### src/include/elpm_pkg.sv
// Constants and types shared by the engine map and program word register bank
`default_nettype none

package elpm_pkg;

   // ==========================================================
   // Widths
   localparam int unsigned DATA_W = 8;
   localparam int unsigned CHAN_N = 9;
   localparam int unsigned ENG_N = 2;

   // ==========================================================
   // Register offsets
   localparam logic [7:0] OFS_WORD15_HI = 8'h6E;
   localparam logic [7:0] OFS_WORD15_LO = 8'h6F;
   localparam logic [7:0] OFS_ENG1_UPPER = 8'h70;
   localparam logic [7:0] OFS_ENG1_LOWER = 8'h71;
   localparam logic [7:0] OFS_ENG2_UPPER = 8'h72;
   localparam logic [7:0] OFS_ENG2_LOWER = 8'h73;

   // ==========================================================
   // Reset values and field positions
   localparam logic [7:0] REG_RESET = 8'h00;
   localparam logic [7:0] UNMAPPED_READ = 8'h00;
   localparam int unsigned FADER_POS = 1;
   localparam int unsigned CH8_POS = 0;
   localparam int unsigned CH8_IDX = 8;

   // ==========================================================
   // Serial bus constants
   // Arbitrary neutral value, not tied to any product
   localparam logic [6:0] DEV_ADDR_DEFAULT = 7'h2A;
   localparam logic [3:0] BITS_PER_BYTE = 4'h8;
   localparam logic [3:0] BIT_CNT_RESET = 4'h0;
   localparam logic [3:0] BIT_CNT_STEP = 4'h1;
   localparam logic [7:0] PTR_STEP = 8'h01;

   // ==========================================================
   // Types
   typedef struct packed {
      logic fader_on;
      logic [CHAN_N-1:0] has_ch;
   } elpm_map_s;

   typedef struct packed {
      logic wr;
      logic [7:0] addr;
      logic [7:0] wdata;
   } elpm_req_s;

   typedef enum logic [8:0] {
      ST_IDLE = 9'h001,
      ST_ADDR = 9'h002,
      ST_ADDR_ACK = 9'h004,
      ST_PTR = 9'h008,
      ST_PTR_ACK = 9'h010,
      ST_WDATA = 9'h020,
      ST_WDATA_ACK = 9'h040,
      ST_RDATA = 9'h080,
      ST_RD_ACK = 9'h100
   } elpm_state_e;

endpackage

`default_nettype wire

### src/design/elpm_regs.sv
// Register bank: program word 15 bytes and read-only engine map registers
`timescale 1ns/10ps
`default_nettype none

module elpm_regs
   import elpm_pkg::*;
(
   // Clock and reset
   input wire logic clk,
   input wire logic nrst,
   // Write request and read address
   input wire elpm_req_s req,
   input wire logic [7:0] rd_addr,
   output logic [7:0] rdata,
   // Engine assignment state
   input wire elpm_map_s eng_map [ENG_N],
   // Program word 15
   output logic [7:0] instr_word15_hi,
   output logic [7:0] instr_word15_lo
);

   // ==========================================================
   // Program word storage
   logic [7:0] hi_q;
   logic [7:0] lo_q;
   wire hit_hi = req.wr && (req.addr == OFS_WORD15_HI);
   wire hit_lo = req.wr && (req.addr == OFS_WORD15_LO);

   always_ff @(posedge clk or negedge nrst)
   begin
      if (!nrst)
         hi_q <= REG_RESET;
      else if (hit_hi)
         hi_q <= req.wdata;
   end

   always_ff @(posedge clk or negedge nrst)
   begin
      if (!nrst)
         lo_q <= REG_RESET;
      else if (hit_lo)
         lo_q <= req.wdata;
   end

   assign instr_word15_hi = hi_q;
   assign instr_word15_lo = lo_q;

   // ==========================================================
   // Engine map capture
   // Captured only from the engines, so a host write never reaches it
   elpm_map_s map_q [ENG_N];
   logic [7:0] upper [ENG_N];
   logic [7:0] lower [ENG_N];

   genvar g;
   generate
      for (g = 0; g < ENG_N; g++)
      begin : g_eng
         always_ff @(posedge clk or negedge nrst)
         begin
            if (!nrst)
               map_q[g] <= '0;
            else
               map_q[g] <= eng_map[g];
         end
         assign upper[g] = (8'(map_q[g].fader_on) << FADER_POS)
                         | (8'(map_q[g].has_ch[CH8_IDX]) << CH8_POS);
         assign lower[g] = map_q[g].has_ch[7:0];
      end
   endgenerate

   // ==========================================================
   // Read selection
   assign rdata = (rd_addr == OFS_WORD15_HI) ? hi_q :
                  (rd_addr == OFS_WORD15_LO) ? lo_q :
                  (rd_addr == OFS_ENG1_UPPER) ? upper[0] :
                  (rd_addr == OFS_ENG1_LOWER) ? lower[0] :
                  (rd_addr == OFS_ENG2_UPPER) ? upper[1] :
                  (rd_addr == OFS_ENG2_LOWER) ? lower[1] : UNMAPPED_READ;

endmodule
`default_nettype wire

### src/design/elpm_top.sv
// Serial control bus slave in front of the engine map and program word bank
//
// Contract
// - Offset 6E holds word 15 high byte, read/write, resets zero.
// - Offset 6F holds word 15 low byte, read/write, resets zero.
// - Offset 70 bit 1 shows engine one fader enable, resets zero.
// - Offset 70 bit 0 shows channel 8 on engine one; rest zero.
// - Offset 71 bit n shows channel n assigned to engine one.
// - Offset 72 bit 1 shows engine two fader enable, resets zero.
// - Offset 72 bit 0 shows channel 8 on engine two; rest zero.
// - Offset 73 bit n shows channel n assigned to engine two.
`timescale 1ns/10ps
`default_nettype none

module elpm_top
   import elpm_pkg::*;
#(
   parameter logic [6:0] DEV_ADDR = DEV_ADDR_DEFAULT
)
(
   // Clock and reset
   input wire logic clk,
   input wire logic nrst,
   // Serial bus pins, data is open drain
   input wire logic scl_i,
   input wire logic sda_i,
   output logic sda_o,
   output logic sda_oe_n,
   // Engine assignment state
   input wire elpm_map_s eng_map [ENG_N],
   // Program word 15
   output logic [7:0] instr_word15_hi,
   output logic [7:0] instr_word15_lo
);

   // ==========================================================
   // Pin synchronisers
   // First stage feeds only the second; edges use stages two and three
   logic scl_m_q;
   logic scl_s_q;
   logic scl_p_q;
   logic sda_m_q;
   logic sda_s_q;
   logic sda_p_q;

   always_ff @(posedge clk or negedge nrst)
   begin
      if (!nrst)
      begin
         scl_m_q <= 1'b1;
         scl_s_q <= 1'b1;
         scl_p_q <= 1'b1;
      end
      else
      begin
         scl_m_q <= scl_i;
         scl_s_q <= scl_m_q;
         scl_p_q <= scl_s_q;
      end
   end

   always_ff @(posedge clk or negedge nrst)
   begin
      if (!nrst)
      begin
         sda_m_q <= 1'b1;
         sda_s_q <= 1'b1;
         sda_p_q <= 1'b1;
      end
      else
      begin
         sda_m_q <= sda_i;
         sda_s_q <= sda_m_q;
         sda_p_q <= sda_s_q;
      end
   end

   // ==========================================================
   // Bus conditions
   wire scl_rise = scl_s_q & ~scl_p_q;
   wire scl_fall = ~scl_s_q & scl_p_q;
   wire scl_high = scl_s_q & scl_p_q;
   wire start_det = scl_high & sda_p_q & ~sda_s_q;
   wire stop_det = scl_high & ~sda_p_q & sda_s_q;

   // ==========================================================
   // Slave state
   elpm_state_e state_q;
   elpm_state_e state_d;
   logic [3:0] cnt_q;
   logic [3:0] cnt_d;
   logic [7:0] shift_q;
   logic [7:0] shift_d;
   logic [7:0] ptr_q;
   logic [7:0] ptr_d;
   logic rw_q;
   logic rw_d;
   logic nack_q;
   logic nack_d;
   logic drive_q;
   logic drive_d;
   logic wr_en;
   logic [7:0] rdata;
   elpm_req_s req;

   wire byte_done = (cnt_q == BITS_PER_BYTE);
   wire addr_match = (shift_q[7:1] == DEV_ADDR);
   wire [3:0] cnt_inc = 4'(cnt_q + BIT_CNT_STEP);
   wire [7:0] ptr_inc = 8'(ptr_q + PTR_STEP);
   wire [7:0] shift_in = {shift_q[6:0], sda_s_q};
   wire [7:0] shift_out = {shift_q[6:0], 1'b0};

   assign req.wr = wr_en;
   assign req.addr = ptr_q;
   assign req.wdata = shift_q;

   // ==========================================================
   // Next state
   always_comb
   begin
      state_d = state_q;
      cnt_d = cnt_q;
      shift_d = shift_q;
      ptr_d = ptr_q;
      rw_d = rw_q;
      nack_d = nack_q;
      drive_d = drive_q;
      wr_en = 1'b0;
      if (stop_det)
      begin
         state_d = ST_IDLE;
         drive_d = 1'b0;
      end
      else if (start_det)
      begin
         state_d = ST_ADDR;
         cnt_d = BIT_CNT_RESET;
         drive_d = 1'b0;
      end
      else
      begin
         case (state_q)
            ST_IDLE:
            begin
               drive_d = 1'b0;
            end
            ST_ADDR, ST_PTR, ST_WDATA:
            begin
               if (scl_rise)
               begin
                  shift_d = shift_in;
                  cnt_d = cnt_inc;
               end
               else if (scl_fall && byte_done)
               begin
                  cnt_d = BIT_CNT_RESET;
                  if (state_q == ST_ADDR)
                  begin
                     // Another device's address: stay silent until next start
                     if (addr_match)
                     begin
                        rw_d = shift_q[0];
                        drive_d = 1'b1;
                        state_d = ST_ADDR_ACK;
                     end
                     else
                     begin
                        state_d = ST_IDLE;
                     end
                  end
                  else if (state_q == ST_PTR)
                  begin
                     ptr_d = shift_q;
                     drive_d = 1'b1;
                     state_d = ST_PTR_ACK;
                  end
                  else
                  begin
                     // write goes to the bank decode
                     wr_en = 1'b1;
                     ptr_d = ptr_inc;
                     drive_d = 1'b1;
                     state_d = ST_WDATA_ACK;
                  end
               end
            end
            ST_ADDR_ACK:
            begin
               if (scl_fall)
               begin
                  cnt_d = BIT_CNT_RESET;
                  if (rw_q)
                  begin
                     shift_d = rdata;
                     drive_d = ~rdata[7];
                     ptr_d = ptr_inc;
                     state_d = ST_RDATA;
                  end
                  else
                  begin
                     drive_d = 1'b0;
                     state_d = ST_PTR;
                  end
               end
            end
            ST_PTR_ACK, ST_WDATA_ACK:
            begin
               if (scl_fall)
               begin
                  drive_d = 1'b0;
                  cnt_d = BIT_CNT_RESET;
                  state_d = ST_WDATA;
               end
            end
            ST_RDATA:
            begin
               if (scl_rise)
               begin
                  cnt_d = cnt_inc;
               end
               else if (scl_fall)
               begin
                  if (byte_done)
                  begin
                     drive_d = 1'b0;
                     state_d = ST_RD_ACK;
                  end
                  else
                  begin
                     shift_d = shift_out;
                     drive_d = ~shift_q[6];
                  end
               end
            end
            ST_RD_ACK:
            begin
               if (scl_rise)
               begin
                  nack_d = sda_s_q;
               end
               else if (scl_fall)
               begin
                  cnt_d = BIT_CNT_RESET;
                  if (nack_q)
                  begin
                     state_d = ST_IDLE;
                  end
                  else
                  begin
                     shift_d = rdata;
                     drive_d = ~rdata[7];
                     ptr_d = ptr_inc;
                     state_d = ST_RDATA;
                  end
               end
            end
            default:
            begin
               state_d = ST_IDLE;
               drive_d = 1'b0;
            end
         endcase
      end
   end

   // ==========================================================
   // State registers
   always_ff @(posedge clk or negedge nrst)
   begin
      if (!nrst)
      begin
         state_q <= ST_IDLE;
         cnt_q <= BIT_CNT_RESET;
         shift_q <= REG_RESET;
      end
      else
      begin
         state_q <= state_d;
         cnt_q <= cnt_d;
         shift_q <= shift_d;
      end
   end

   always_ff @(posedge clk or negedge nrst)
   begin
      if (!nrst)
      begin
         ptr_q <= REG_RESET;
         rw_q <= 1'b0;
         nack_q <= 1'b0;
         drive_q <= 1'b0;
      end
      else
      begin
         ptr_q <= ptr_d;
         rw_q <= rw_d;
         nack_q <= nack_d;
         drive_q <= drive_d;
      end
   end

   // ==========================================================
   // Open drain data pin
   // Only ever pulls low; high comes from the bus pull-up
   assign sda_o = 1'b0;
   assign sda_oe_n = ~drive_q;

   // ==========================================================
   // Register bank
   elpm_regs i_elpm_regs (
      .clk(clk),
      .nrst(nrst),
      .req(req),
      .rd_addr(ptr_q),
      .rdata(rdata),
      .eng_map(eng_map),
      .instr_word15_hi(instr_word15_hi),
      .instr_word15_lo(instr_word15_lo)
   );

endmodule
`default_nettype wire

### config.mk
export PLATFORM = sky130hd
export DESIGN_NAME = elpm_top
export DESIGN_NICKNAME = d
export VERILOG_FILES = /design/src/include/elpm_pkg.sv /design/src/design/elpm_regs.sv /design/src/design/elpm_top.sv
export SDC_FILE = /design/constraint.sdc
export NUM_CORES = 1
export LEC_CHECK = 0
export BUFFER_PORTS_ARGS = -buffer_cell sky130_fd_sc_hd__clkbuf_2
export CAP_MARGIN = 20
export CORE_MARGIN = 1
export CORE_UTILIZATION = 56
export DETAILED_ROUTE_END_ITERATION = 8
export GPL_TIMING_DRIVEN = 0
export PLACE_DENSITY = 0.88
export SLEW_MARGIN = 0
export SYNTH_ARGS = -nofsm -noshare
export SYNTH_HDL_FRONTEND = slang
export SYNTH_SLANG_ARGS = --single-unit
### constraint.sdc
create_clock -name clk -period 3.85 [get_ports clk]
set_input_delay 0.77 -clock clk [delete_from_list [all_inputs] [get_ports clk]]
set_output_delay 0.77 -clock clk [all_outputs]
set_load 0.005 [all_outputs]
==> summary.md, run 1 <==
| Metric | Value |
|---|---|
| Most frequent cells in the layout | `dfrtp_1 (67), clkbuf_2 (40), nand2_1 (39), a21oi_1 (34), mux2_2 (31)` |
| Gr usage total | `26.2%` |
| Max Slew Vio Count | `0` |
| CTS H-tree depth | `3` |
| Reg2reg start | `state_q[3]` |
| Router iterations before antenna repair | `6` |
| Die Area | `0.00727 sq mm` |
| Reg area | `0.00186 sq mm` |
| Crit Path Class | `reg2reg` |
| Starting Density | `59.4%` |
| Pleak | `2.00 nW` |
| DIE HEIGHT | `85.3 microns` |
| Hold/Removal Path Class | `in2async` |
| Tcrit/Tclk final | `83.0%` |
| Crit start category | `flop` |
| NetSw | `0.490 mW` |
| Post-DP HPWL | `6280 microns` |
| Warnings from Yosys | `0` |
| Crit-path slowest cell | `nor3_1` |
| Number of global-route vias before repair | `3,107` |
| Final Hold Viols | `0` |
| Fraction of synthesized cell area in xor and xnor cells | `1.13%` |
| Clock root buffer | `clkbuf_8` |
| VDD IR max | `0.303 mV` |
| Initial antenna violation count | `0` |
| Synth Instances | `379` |
| Post-Syn Area | `0.00388 sq mm` |
| Fillers | `480` |
| Proportion of layout cells with a drive suffix above 1 | `26.6%` |
| Pre-CTS setup slack | `0.764 ns` |
| Routed vias | `3,306` |
| Num Clock Sinks | `74` |
| Post-synth top flop | `dfrtp_1` |
| Endpoints failing setup | `0` |
| Post-synth EDFFs | `0` |
| Seq/Total Area, Yosys | `47.9%` |
| IO Pins | `42` |
| Status | `finished clean` |
| Sw frac | `28.5%` |
| Clk pin slew, worst setup/hold paths | `0.08 ns` |
| Flop2flop setup slack | `0.66 ns` |
| Final net count | `461` |
| CP cell instances | `clkbuf_1 -> nor3_1 -> nand4_1 -> and2_1 -> clkbuf_1 -> o22a_4 -> a31oi_4 -> mux2_2` |
| Width of the die | `85.3 microns` |
| Compound-Gate Fraction of Synth Area | `16.7%` |
| Final ANT Viol Nets | `0` |
| FFs w/ async S/R, synth | `100%` |
| Clock buffer count from CTS | `9` |
| Worst-margin pin slew | `0.962 ns` |
| Post-synthesis register bit count | `74` |
| Max Cap Viol | `0` |
| Internal power | `1.23 mW` |
| Row Count | `29` |
| Post-Syn Nets | `409` |
| Adder-cell share of the synthesized area | `1.93%` |
| Gr ovfl total | `0` |
| R2R cell count | `8` |
| Mux share of post-synthesis cell area | `10.8%` |
| Crit path time final | `3.19 ns` |
| Post-CTS Resized | `0` |
| IO Port Bufs | `40` |
| # Post-CTS Setup Buffers | `0` |
| Core area | `0.00653 sq mm` |
| Slew HR | `35.6%` |
| Critical path data arrival time | `3.44 ns` |
| Pin count of the biggest net entering global routing | `63` |
| R2r endpoint | `state_q[6]` |
| CP max stage delay | `0.62 ns` |
| Gpl congestion | `0.886` |
| Clk_skew | `0.00958 ns` |
| Final WS setup | `0.656 ns` |
| Final WL | `9060 microns` |
| Critical Path Fanout Max | `9` |
| CP top delay family | `simple AND/OR/NAND/NOR gates` |
| Sequential share of power | `50.4%` |
| CTS Buffer Depth | `2` |
| Logic pwr share | `12.5%` |
| Synth Area per Inst | `10.2 sq um` |
| Starting DRT DRC Count | `519` |
| Synth cell types | `62` |
| Via density | `6.44` |
| Post-Synth Simple-Gate Area | `17.7%` |
| Area of the multi-input gates | `0.00188 sq mm` |
| Post-CTS Hold Buffers | `0` |
| Worst Setup End Kind | `flop` |
| Clock share of power | `37.1%` |
| RSZ-0062 raised after global routing | `no` |
| # diodes | `0` |
| Cell with the most instances on the worst path | `clkbuf_1` |
| First-pass GRT wire length | `14,700 microns` |
| Area growth syn-to-layout | `13.7%` |
| Achievable Freq | `0.313 GHz` |
| Later-pin clock latency in the skew report | `0.36 ns` |
| CTS tree | `done` |
| Critical Path RT | `4.10 ns` |
| Wire per inst | `17.7 microns` |
| CP bufs+invs | `2` |
| Pwr dens | `389 mW/mm^2` |
| Largest family of logic cells by synthesized area | `simple AND/OR/NAND/NOR gates` |
| Total negative setup slack | `0 ns` |
| Drt drc | `0` |
| Commonest non-fill, non-tap cell in the layout | `dfrtp_1` |
-- cells by family (layout without fill, tap and decap cells) --
family                   after synthesis  after routing
AO/OA/AOI/OAI                         94             94
XOR/XNOR                               5              5
adder cells (fa/ha/maj)                6              6
buffers and inverters                 31             88
flip-flops                            74             74
multiplexers                          38             38
other                                  1              1
AND/OR/NAND/NOR                      130            130
-- worst register-to-register path: stages (launching register included) --
cell      delay, ns
dfrtp_1        0.36
clkbuf_1       0.19
nor3_1         0.62
nand4_1        0.40
and2_1         0.26
clkbuf_1       0.21
o22a_4         0.32
a31oi_4        0.33
mux2_2         0.39
-- cell type report --
class                      instances  area share (%)
sequential                        74            42.1
tap                               77            2.18
timing repair buffer              41            5.22
clock inverter                     7            1.87
inverter                          11           0.935
clock buffer                       9            2.81
multi-input combinational        274            42.6
buffer                            20            2.27
-- worst max-delay path by stage --
stage / from / end / slack, ns / cells past startpoint
final: state_q[3] / state_q[6] / 0.66 / 8
after global routing: ptr_q[0] / i_elpm_regs.instr_word15_hi[5] / 0.54 / 8
after CTS: ptr_q[0] / i_elpm_regs.instr_word15_hi[5] / 0.75 / 8
after detailed placement: ptr_q[0] / i_elpm_regs.instr_word15_hi[1] / 0.76 / 8
after global placement: ptr_q[0] / i_elpm_regs.instr_word15_hi[7] / 0.87 / 8
after floorplan: state_q[7] / state_q[3] / 1.13 / 8
-- through the flow --
step                      util [%]  hold WS [ns]  cells  instance area [sq um]  total power, mW
after global routing          67.6         0.288    513                   4410             1.77
after detailed placement      64.4         0.347    497                   4210             1.09
after global placement        64.0         0.346    496                   4180             1.07
after floorplan                  -         0.345    379                   3880             1.01
after CTS                     67.6         0.290    513                   4410             1.71
final                         67.6         0.283    513                   4410             1.72
-- sequential cells by signal (all words and copies together), names as in the netlist --
signal / cells
cnt_q: 4
drive_q: 1
i_elpm_regs.instr_word15_hi: 8
i_elpm_regs.instr_word15_lo: 8
i_elpm_regs.lower: 16
i_elpm_regs.map_q: 4
nack_q: 1
ptr_q: 8
rw_q: 1
scl_m_q: 1
scl_p_q: 1
scl_s_q: 1
sda_m_q: 1
sda_p_q: 1
sda_s_q: 1
shift_q: 8
state_q: 9
-- metal layers --
metal / up-vias / GRT usage, % / part of all wire [%]
met4: 0 / 12.6 / 3.0
met5: - / 0 / 0
met1: 1618 / 35.5 / 42
met2: 179 / 41.8 / 48
li1: 1474 / - / -
met3: 35 / 4.09 / 7.4
-- cell usage after synthesis (3+ instances only) --
library cell	number	share of area, %
nand3_1	12	1.5
nor3_1	10	1.3
o22ai_1	9	1.5
xor2_1	3	0.68
nand2_1	39	3.8
nand2b_1	6	0.97
nand4b_1	4	0.90
nor2_1	23	2.2
a211oi_1	3	0.58
nor2b_1	5	0.81
mux2i_1	6	1.5
nand3b_1	7	1.4
o21ai_0	19	2.5
dfrtp_1	67	43
nand4_1	6	0.97
o31ai_1	4	0.77
a21oi_1	34	4.4
clkbuf_1	14	1.4
mux2_2	31	9.0
dfstp_2	7	4.7
a21o_1	3	0.58
inv_1	11	1.1
ha_1	6	1.9
-- power groups by stage --
stage / clock [mW] / sequential [mW] / combinational (mW)
floorplan: 0 / 0.862 / 0.152
CTS: 0.637 / 0.863 / 0.213
global placement: 0 / 0.875 / 0.199
detailed placement: 0 / 0.878 / 0.211
finish: 0.638 / 0.865 / 0.215
global route: 0.670 / 0.869 / 0.233
Note: power is estimated with default switching activity, not from simulation.
==> run 2: changes to the inputs <==
- ABC_AREA: not set -> 1
- CORE_UTILIZATION: 56 -> 54
- clock period: 3.85 -> 2.6 ns (I/O delays scaled with it)
==> run 2 against run 1 <==
Flip-flop and latch count unchanged. Clock skew up 0.011 ns. Register-to-register slack worse by 0.35 ns. First-iteration DRC count down 29%. Highest routed layer unchanged.
==> summary.md, run 2 <==
| Metric | Value |
|---|---|
| Post-Syn Nets | `624 (+53%)` |
| Final WL | `10,700 microns (+18%)` |
| Critical Path RT | `2.86 ns (-1.24 ns)` |
| Overall Power | `3.20 mW (+86%)` |
| Max Slew Vio Count | `0 (unchanged)` |
| Clk pin slew, worst setup/hold paths | `0.10 ns (+0.02 ns)` |
| Slew HR | `66.5% (+31 points)` |
| CTS tree | `done` |
| DIE HEIGHT | `92.8 microns (+8.8%)` |
| Worst Setup End Kind | `flop` |
| Synth cell types | `42 (-32%)` |
| Gr ovfl total | `0 (unchanged)` |
| Status | `finished clean` |
| Endpoints failing setup | `0 (unchanged)` |
| Routed vias | `4,090 (+24%)` |
| Starting Density | `56.7% (-2.7 points)` |
| Seq/Total Area, Yosys | `41.8% (-6.1 points)` |
| Pwr dens | `639 mW/mm^2 (+64%)` |
| Max reg flops | `16 (unchanged)` |
| Synth cell count leaders | `nand2_1 (179), dfrtp_1 (67), nor2_1 (67)` |
| CTS H-tree depth | `3 (unchanged)` |
| Post-Syn Area | `0.00445 sq mm (+15%)` |
| Drt drc | `0 (unchanged)` |
| Gpl congestion | `0.905 (+2.1%)` |
| FFs w/ async S/R, synth | `100% (unchanged)` |
| Post-CTS Resized | `0 (unchanged)` |
| Dominant cells by area after synthesis | `dfrtp_1 (38%), nand2_1 (15%), nor2_1 (5.7%), nand3_1 (5.3%), inv_1 (5.0%)` |
| Width of the die | `92.8 microns (+8.8%)` |
| Achievable Freq | `0.435 GHz (+39%)` |
| Crit start category | `flop` |
| Critical path data arrival time | `2.56 ns (-0.88 ns)` |
| Clock root buffer | `clkbuf_8` |
| Core area | `0.00785 sq mm (+20%)` |
| Via density | `5.43 (-16%)` |
| Initial antenna violation count | `0 (unchanged)` |
| Count leader, synth | `nand2_1` |
| Post-synthesis register bit count | `74 (unchanged)` |
| Largest area contributor in the netlist | `dfrtp_1` |
| Clock buffer count from CTS | `9 (unchanged)` |
| CTS Buffer Depth | `2 (unchanged)` |
| Synth Instances | `594 (+57%)` |
| Starting DRT DRC Count | `366 (-29%)` |
| Gr usage total | `26.2% (about the same)` |
| Post-synth top flop | `dfrtp_1` |
| # Post-CTS Setup Buffers | `0 (unchanged)` |
| VDD IR max | `0.511 mV (+69%)` |
| Crit Path Class | `reg2reg` |
| Commonest non-fill, non-tap cell in the layout | `nand2_1` |
| Number of global-route vias before repair | `3,868 (+24%)` |
| RSZ-0062 raised after global routing | `no` |
| First-pass GRT wire length | `17,500 microns (+19%)` |
| Post-CTS Hold Buffers | `0 (unchanged)` |
| Yosys top cell area share | `37.7% (-5.5 points)` |
| Pin count of the biggest net entering global routing | `41 (-35%)` |
| Pleak | `2.72 nW (+36%)` |
| Synth Area per Inst | `7.49 sq um (-27%)` |
| Warnings from Yosys | `0 (unchanged)` |
| Later-pin clock latency in the skew report | `0.37 ns (about the same)` |
| Final Hold Viols | `0 (unchanged)` |
| Max Cap Viol | `0 (unchanged)` |
| Tcrit/Tclk final | `88.4% (+5.4 points)` |
| Proportion of layout cells with a drive suffix above 1 | `20.4% (-6.2 points)` |
| Final net count | `676 (+47%)` |
| Fillers | `655 (+36%)` |
| Wire per inst | `14.1 microns (-20%)` |
| Crit path time final | `2.30 ns (-0.895 ns)` |
| Final ANT Viol Nets | `0 (unchanged)` |
| Most frequent cells in the layout | `nand2_1 (179), nor2_1 (67), dfrtp_1 (67), inv_1 (59), nand3_1 (47)` |
| Post-DP HPWL | `7900 microns (+26%)` |
| Clk_skew | `0.0205 ns (+0.0109 ns)` |
| # diodes | `0 (unchanged)` |
| Hold/Removal Path Class | `in2async` |
| Area growth syn-to-layout | `12.5%` |
| Post-synth EDFFs | `0 (unchanged)` |
| Row Count | `32 (+10%)` |
| Router iterations before antenna repair | `5 (-1)` |
| Worst-margin pin slew | `0.502 ns (-0.460 ns)` |
| Total negative setup slack | `0 ns (unchanged)` |
| Die Area | `0.00860 sq mm (+18%)` |
| IO Pins | `42 (unchanged)` |
| IO Port Bufs | `40 (unchanged)` |
| Critical Path Fanout Max | `10 (+1)` |
| Num Clock Sinks | `74 (unchanged)` |
## run 2: changes by cell type after synthesis, moves of 13 or more
| cell | delta |
|---|---|
| mux2_2 | -31 |
| a21oi_1 | -27 |
| nor2_1 | +44 |
| nand3_1 | +35 |
| clkbuf_1 | -13 |
| inv_1 | +48 |
| o21ai_0 | +20 |
| nand2_1 | +140 |
## run 2: path summary, 6_finish.rpt
check / cells past startpoint / startpoint / slack, ns / endpoint
max: 9 / ptr_q[0] / 0.30 / shift_q[1]
min: 1 / nrst / 0.12 / cnt_q[2]
max reg2reg: 9 / ptr_q[0] / 0.30 / shift_q[1]
min reg2reg: 0 / sda_m_q / 0.36 / sda_s_q
max in group asynchronous: 2 / nrst / 1.89 / i_elpm_regs.map_q[18]
min in group clk: 1 / scl_i / 0.24 / scl_m_q
## run 2: kinds of logic (layout without fill, tap and decap cells)
family          count (synthesis)  in the layout  synth area share, %
fa+ha+maj                       6              6                 1.69
other cells                     1              1               0.0843
buf+inv                        82            139                 7.68
xor+xnor                        8              8                 1.58
compound gates                 68             68                 8.58
flops                          74             74                 41.8
simple gates                  355            355                 38.6
## run 2: cell type report
type	instances	area, sq um	area share [%]
clock buffers	9	124	2.47
inverters	73	284	5.67
multi-input cells	438	2250	44.9
plain buffers	9	57.6	1.15
clock inverters	7	83.8	1.67
flip-flops and latches	74	1860	37.2
well taps	102	128	2.55
repair buffers	41	223	4.45
## run 2: per-stage QoR
| stage | cell area (sq um) | worst slack (ns) | hold WS [ns] | instances | utilization [%] |
|---|---|---|---|---|---|
| after floorplan | 4450 | 0.847 | 0.224 | 594 | - |
| after global placement | 4780 | 0.449 | 0.348 | 736 | 60.9 |
| after detailed placement | 4800 | 0.402 | 0.347 | 737 | 61.1 |
| after CTS | 5010 | 0.364 | 0.129 | 753 | 63.8 |
| after global routing | 5010 | 0.104 | 0.154 | 753 | 63.8 |
| final | 5010 | 0.301 | 0.117 | 753 | 63.8 |
## run 2: worst max-delay path, stage by stage (launching register included)
cell,delay (ns)
dfrtp_1,0.47
inv_1,0.12
ha_1,0.27
nand4_1,0.33
clkbuf_1,0.45
nand2_1,0.13
a21oi_1,0.24
nor2_1,0.07
nor2_1,0.10
nor2_1,0.05
## run 2: where the power goes
| group | switching (mW) | internal, mW | leakage, nW |
|---|---|---|---|
| clock | 0.504 | 0.462 | 0.103 |
| sequential | 0.143 | 1.30 | 0.933 |
| combinational | 0.540 | 0.248 | 1.68 |
| total | 1.19 | 2.01 | 2.72 |
## run 2: per-layer routing
| metal | GRT usage, % | share of wire, % | routed length [microns] |
|---|---|---|---|
| met4 | 9.74 | 2.8 | 293 |
| met3 | 7.31 | 7.9 | 846 |
| met5 | 0 | 0 | 0 |
| met1 | 32.7 | 41 | 4360 |
| met2 | 43.3 | 48 | 5160 |
